`config.mk`:
```
export PLATFORM = sky130hd
export DESIGN_NAME = gpcs_port
export DESIGN_NICKNAME = d
export VERILOG_FILES = /design/src/hw/gpcs_pkg.sv /design/src/hw/gpcs_port.sv
export SDC_FILE = /design/constraint.sdc
export NUM_CORES = 1
export LEC_CHECK = 0
export BUFFER_PORTS_ARGS = -buffer_cell sky130_fd_sc_hd__buf_2
export CORE_ASPECT_RATIO = 0.8
export CORE_UTILIZATION = 48
export CTS_CLUSTER_SIZE = 30
export DETAILED_ROUTE_END_ITERATION = 7
export GPL_ROUTABILITY_DRIVEN = 0
export GPL_TIMING_DRIVEN = 0
export PLACE_DENSITY = 0.87
export SYNTH_ARGS = -nofsm -noshare
export SYNTH_HDL_FRONTEND = slang
export SYNTH_SLANG_ARGS = --single-unit
```
`constraint.sdc`:
```
create_clock -name REF_CLK -period 1.75 [get_ports REF_CLK]
set_input_delay 0.0875 -clock REF_CLK [delete_from_list [all_inputs] [get_ports REF_CLK]]
set_output_delay 0.0875 -clock REF_CLK [all_outputs]
set_load 0.005 [all_outputs]
```
`src/hw/gpcs_pkg.sv`:
```
// gpcs_pkg: constants for the per-pin configuration subregisters of one gpio port
// assumes a byte-wide cpu register interface and eight pins per port
//
// Notes on behaviour
// software selects code 02h before alt enable access
// alt enable 0: pin is plain gpio
// alt enable 1: function sets choose owner
// two set bits pick one of four
// alt enable resets 00h, port d 01h
// software enables alt only where assigned
// software selects code 03h before open-drain access
// open-drain bit 1: never drive high
// open-drain bit 0: push-pull output drive
// open-drain applies under alternate functions too
// software selects code 04h before high-drive access
// high-drive bit: 0 standard, 1 high
// high drive also applies under alternate functions
// software selects code 05h before wake-source access
// enabled pin edge in stop raises wake
// eight bits, bit n controls pin n
// selector 00h, 09h-ffh reach nothing here
// selector value steers window reads and writes
// gpio: direction 0 drives, 1 tristates, samples
// wake-disabled pin never raises wake
// write hits selected only; read returns it
// other subregisters reset to all zeros
package gpcs_pkg;
  localparam int PIN_COUNT = 8;
  localparam int ALT_COUNT = 4;
  localparam int SET_BITS = 2;
  // selector codes
  localparam logic [7:0] SEL_DIRECTION = 8'h01;
  localparam logic [7:0] SEL_ALT_ENABLE = 8'h02;
  localparam logic [7:0] SEL_OPEN_DRAIN = 8'h03;
  localparam logic [7:0] SEL_HIGH_DRIVE = 8'h04;
  localparam logic [7:0] SEL_WAKE_SOURCE = 8'h05;
  // reset values
  localparam logic [7:0] SELECTOR_RESET = 8'h00;
  localparam logic [7:0] ALT_RESET_PORTS_ABC = 8'h00;
  localparam logic [7:0] ALT_RESET_PORT_D = 8'h01;
  localparam logic [7:0] OPEN_DRAIN_RESET = 8'h00;
  localparam logic [7:0] HIGH_DRIVE_RESET = 8'h00;
  localparam logic [7:0] WAKE_SOURCE_RESET = 8'h00;
  localparam logic [7:0] READ_NONE = 8'h00;
  // read latency of the window and selector, in clocks
  localparam int READ_LATENCY = 1;
endpackage

```
`src/hw/gpcs_port.sv`:
```
// gpcs_port: alt-enable, open-drain, high-drive and wake-source subregisters of one
// gpio port, plus the pin mux they steer
// assumes direction, function-set and output data come from the neighbouring port
// logic on REF_CLK; PIN_IN is asynchronous; STOP_MODE is on REF_CLK
`timescale 1ns/1ps
module gpcs_port #(
  parameter logic [7:0] ALT_RESET = gpcs_pkg::ALT_RESET_PORTS_ABC
) (
  // clock and reset
  input wire logic REF_CLK,
  input wire logic RST_B,
  // cpu side: selector and window strobes
  input wire logic SEL_WR,
  input wire logic SEL_RD,
  input wire logic WIN_WR,
  input wire logic WIN_RD,
  input wire logic [7:0] WR_DATA,
  output logic [7:0] RD_DATA,
  // neighbouring port configuration
  input wire logic [7:0] DIRECTION_BITS,
  input wire logic [7:0] FUNCTION_SET_LOW,
  input wire logic [7:0] FUNCTION_SET_HIGH,
  input wire logic [7:0] OUT_DATA,
  // alternate functions, four 8-bit groups, group k at bits 8k+7..8k
  input wire logic [31:0] ALT_OUT,
  input wire logic [31:0] ALT_OE,
  // pins
  input wire logic [7:0] PIN_IN,
  output logic [7:0] PIN_OUT,
  output logic [7:0] PIN_OE,
  output logic [7:0] PIN_HIGH_DRIVE,
  output logic [7:0] PIN_SAMPLED,
  // power
  input wire logic STOP_MODE,
  output logic WAKE_REQ
);

  ////////////////////////////////////////////////////////////////////////////
  // picks one of the four alternate-function bits for a pin
  function automatic logic pick_alt(input logic [31:0] grp, input int unsigned pin,
                                    input logic [1:0] fsel);
    logic [3:0] col;
    col = {grp[24 + pin], grp[16 + pin], grp[8 + pin], grp[pin]};
    pick_alt = col[fsel];
  endfunction

  ////////////////////////////////////////////////////////////////////////////
  // subregister storage
  logic [7:0] selector_q;
  logic [7:0] alt_enable_q;
  logic [7:0] open_drain_q;
  logic [7:0] high_drive_q;
  logic [7:0] wake_source_q;
  logic [7:0] rd_data_q;
  logic [7:0] rd_data_d;

  wire hit_alt = (selector_q == gpcs_pkg::SEL_ALT_ENABLE);
  wire hit_od = (selector_q == gpcs_pkg::SEL_OPEN_DRAIN);
  wire hit_hd = (selector_q == gpcs_pkg::SEL_HIGH_DRIVE);
  wire hit_wake = (selector_q == gpcs_pkg::SEL_WAKE_SOURCE);
  // codes 00h, 01h and 06h-ffh leave these four alone; 01h,06h-08h belong next door
  wire [7:0] window_value = hit_alt ? alt_enable_q :
                            hit_od ? open_drain_q :
                            hit_hd ? high_drive_q :
                            hit_wake ? wake_source_q : gpcs_pkg::READ_NONE;

  // selector read takes priority if both strobes come together
  assign rd_data_d = SEL_RD ? selector_q : (WIN_RD ? window_value : rd_data_q);

  always_ff @(posedge REF_CLK)
  begin
    if (!RST_B)
    begin
      selector_q <= gpcs_pkg::SELECTOR_RESET;
      alt_enable_q <= ALT_RESET;
      open_drain_q <= gpcs_pkg::OPEN_DRAIN_RESET;
      high_drive_q <= gpcs_pkg::HIGH_DRIVE_RESET;
      wake_source_q <= gpcs_pkg::WAKE_SOURCE_RESET;
      rd_data_q <= gpcs_pkg::READ_NONE;
    end
    else
    begin
      rd_data_q <= rd_data_d;
      if (SEL_WR)
        selector_q <= WR_DATA;
      if (WIN_WR && hit_alt)
        alt_enable_q <= WR_DATA;
      if (WIN_WR && hit_od)
        open_drain_q <= WR_DATA;
      if (WIN_WR && hit_hd)
        high_drive_q <= WR_DATA;
      if (WIN_WR && hit_wake)
        wake_source_q <= WR_DATA;
    end
  end

  assign RD_DATA = rd_data_q;

  ////////////////////////////////////////////////////////////////////////////
  // pin mux: bit n of every subregister steers pin n
  logic [7:0] drive_val;
  logic [7:0] drive_en;
  logic [7:0] pin_out_d;
  logic [7:0] pin_oe_d;

  for (genvar n = 0; n < gpcs_pkg::PIN_COUNT; n++)
  begin : g_pin
    wire [1:0] fsel = {FUNCTION_SET_HIGH[n], FUNCTION_SET_LOW[n]};
    // gpio: direction 0 drives output data, 1 tristates
    assign drive_val[n] = alt_enable_q[n] ? pick_alt(ALT_OUT, n, fsel) : OUT_DATA[n];
    assign drive_en[n] = alt_enable_q[n] ? pick_alt(ALT_OE, n, fsel) : ~DIRECTION_BITS[n];
    // open drain only ever pulls low; the driver is released for a one
    assign pin_out_d[n] = drive_val[n] & ~open_drain_q[n];
    assign pin_oe_d[n] = drive_en[n] & (~open_drain_q[n] | ~drive_val[n]);
  end

  // registered pads avoid glitches while the mux inputs settle
  always_ff @(posedge REF_CLK)
  begin
    if (!RST_B)
    begin
      PIN_OUT <= 8'h00;
      PIN_OE <= 8'h00;
      PIN_HIGH_DRIVE <= 8'h00;
    end
    else
    begin
      PIN_OUT <= pin_out_d;
      PIN_OE <= pin_oe_d;
      PIN_HIGH_DRIVE <= high_drive_q;
    end
  end

  ////////////////////////////////////////////////////////////////////////////
  // input synchroniser and wake detection
  logic [7:0] pin_meta_q;
  logic [7:0] pin_sync_q;
  logic [7:0] pin_prev_q;
  logic wake_q;

  // any edge on an enabled pin; the extra stage costs one clock of wake latency
  wire [7:0] pin_edge = pin_sync_q ^ pin_prev_q;
  wire wake_d = STOP_MODE & |(pin_edge & wake_source_q);

  always_ff @(posedge REF_CLK)
  begin
    if (!RST_B)
    begin
      pin_meta_q <= 8'h00;
      pin_sync_q <= 8'h00;
      pin_prev_q <= 8'h00;
      wake_q <= 1'b0;
    end
    else
    begin
      pin_meta_q <= PIN_IN;
      pin_sync_q <= pin_meta_q;
      pin_prev_q <= pin_sync_q;
      wake_q <= wake_d;
    end
  end

  assign PIN_SAMPLED = pin_sync_q;
  assign WAKE_REQ = wake_q;

  ////////////////////////////////////////////////////////////////////////////
  // check helper: marks the first cycle after reset, so the reset contents
  // can be looked at once the default disable has let go
  logic in_reset_q;

  always_ff @(posedge REF_CLK)
  begin
    in_reset_q <= !RST_B;
  end
endmodule

```
==> metrics.yaml <==
sta:
  relSlewSlack: 0.563
  finalSetupViolCount: 0
  timing.final.ws_setup_ns: 0.0569
  min_period_ns: 1.69
  tightest_slew_ns: 0.655
  hold_ws_ns: 0.0156
  hold_violations: 0
  grt_setup_unrepaired: "true"
  fin_crit_sh: 0.967
  finClkSkew_ns: 0.00898
  max_freq_mhz: 591
  drv_slew: 0
die:
  rows: 29
  dieWidth_um: 105
  dieArea_um2: 8780
  initial_utilization: 0.501
  die_h_um: 84.0
  core_um2: 8060
  io_pins: 160
power:
  p_comb_frac: 0.130
  sw_frac_of_total: 0.265
  power.leakage_nw: 2.41
  p_seq_frac: 0.553
  p_int_mw: 3.09
  vdd_drop_max_mv: 0.477
  power_density_nw_per_um2: 802
  power_mw: 4.20
  p_clk_frac: 0.317
  switchingPower_mw: 1.11
grt:
  antenna_found_initial: 0
  grt_pass1_wl_um: 17700
  overflow: 0
  grt_pass1_vias: 3758
  grtUsageTotal: 0.264
  grt_max_degree: 18
outcome:
  outcome: "completed"
cells_and_area:
  fill_cells: 665
  syn_to_final_growth_pct: 29.7
  diodes: 0
  final_common_cell: "buf_2"
  fin_nets: 683
  final_cells: 677
  drive_gt1_frac: 0.357
  seqCellArea_um2: 1940
  fin_util: 0.650
  multi_input_area_um2: 2000
  final_cell_mix: "buf_2, dfxtp_1, mux2i_1, nor2_1, and2_1"
routing:
  drt-pass1-iter-count: 5
  drc: 0
  drt_iter0_drc: 168
  wl_per_cell_um: 16.6
  route.vias.total: 3760
  drt-total-wl_um: 11300
  post_drt_via_cell_ratio: 5.55
  postRouteAntennaNets: 0
placement:
  place_inst: 651
  port_buffers: 156
  dp.final_hpwl_um: 8530
  place_ws_ns: -0.0750
flow_run:
  drv_cap: 0
critical_path:
  cp_data_required_time_ns: 2.01
  rrSetupSlack_ns: 0.06
  cp.arrival_ns: 1.96
  crit_fanout: 10
  reg2reg_from: "selector_q[2]"
  startpoint_type: "register"
  critPathKind: "reg2reg"
  startpoint: "selector_q[2]"
  crit_path_end_kind: "register"
clock_network:
  clockRootBuffer: "clkbuf_8"
  clock_sinks: 97
  cts_buffer_depth: 2
  cts_htree_levels: 3
  clk_pin_slew_ns: 0.09
  tritoncts: "yes"
  cts_buffers: 9
  clkLatencyLatePin_ns: 0.37
synth:
  syn_inst: 387
  synth_nets: 506
  synthesis.area_um2: 4040
  ys_ff_latch: 97
  synth_area_per_cell_um2: 10.4
  synth_top_area_frac: 0.481
  post-synth-top-area-cell: "dfxtp_1"
  synth_cell_type_count: 34
  synth-warning-count: 0
  synth.area.top_cells: "dfxtp_1, mux4_2, mux2i_1, and2_1, nor2_1"
  seq_area_frac_synth: 0.481
hold_path:
  worstHoldStart: "DIRECTION_BITS[0]"
  hp-class: "in2reg"
==> power groups by stage <==
stage | sequential, mW | clock, mW | combinational, mW
finish | 2.32 | 1.33 | 0.544
global route | 2.33 | 1.45 | 0.592
CTS | 2.32 | 1.35 | 0.537
detailed placement | 2.37 | 0 | 0.515
global placement | 2.37 | 0 | 0.493
floorplan | 2.37 | 0 | 0.263
==> cells by family after synthesis <==
logic type | synth area share
compound gates | 0.106
mux | 0.169
buf+inv | 0.0232
simple gates | 0.204
flops | 0.481
xor+xnor | 0.0174
==> per-layer routing <==
metal  vias to the layer above  global-route usage  wire (um)
met5                         -                   0          0
met4                         0               0.104        209
met3                        20              0.0859        999
met2                       179               0.467       5730
met1                      1803               0.292       4310
li1                       1758                   -          -
==> what timing repair did <==
action / in CTS / in global routing
pin swaps: 1 / 0
buffers inserted: 1 / 1
gates cloned: 0 / 0
hold buffers: 9 / 0
resized for setup: 1 / 1
endpoints found under the hold margin: 9 / 0
endpoints found under the setup margin: 26 / 18
==> worst paths after layout <==
path / to / cells after the start
setup reg to reg: wake_source_q[6] / 5
hold reg to reg: PIN_SAMPLED[7] / 1
setup / recovery: wake_source_q[6] / 5
hold / removal: PIN_OE[0] / 4
==> flip-flops by register name, indices dropped and copies added (netlist names) <==
signal,count
PIN_HIGH_DRIVE,8
alt_enable_q,8
WAKE_REQ,1
wake_source_q,8
RD_DATA,8
high_drive_q,8
open_drain_q,8
PIN_OUT,8
PIN_SAMPLED,8
pin_prev_q,8
selector_q,8
PIN_OE,8
pin_meta_q,8
==> stage by stage <==
stage	area [um2]	TNS, ns
2_1_floorplan	4040	0
3_3_place_gp	4950	-0.00519
3_5_place_dp	4950	-0.404
4_1_cts	5230	0
5_1_grt	5240	-0.0853
6_report	5240	0
==> layout make-up <==
type	count	share of cell area
multi-input combinational	267	0.383
buffer	20	0.0158
tap	108	0.0258
clock inverter	7	0.0103
timing repair buffer	167	0.169
sequential	97	0.371
inverter	2	0.00143
clock buffer	9	0.0237
==> cell usage after synthesis <==
cell,instances
dfxtp_1,97
nor2_1,33
and2_1,32
mux2i_1,32
o21ai_1,23
a21oi_1,17
mux4_2,16
nand3_1,16
nor3_1,16
clkbuf_1,15
a22oi_1,11
nor2b_1,10
nand2_1,9
nor3b_1,8
o22ai_1,8
xor2_1,8
a22o_1,7
nand2b_1,7
buf_2,3
and3b_1,2
buf_1,2
nand3_2,2
nand4_2,2
a32oi_1,1
a41oi_1,1
and4b_1,1
buf_4,1
clkinv_1,1
inv_1,1
nand4_4,1
nor4_4,1
nor4b_4,1
o211ai_1,1
o21a_1,1
==> critical path, cell delays in order, from the launching register on <==
cell and delay (ns):
dfxtp_1 0.47, and3b_1 0.39, nand4_2 0.27, buf_2 0.28, nand3_1 0.11, o21ai_1 0.07
No activity file was read; power rests on OpenSTA's default activity.
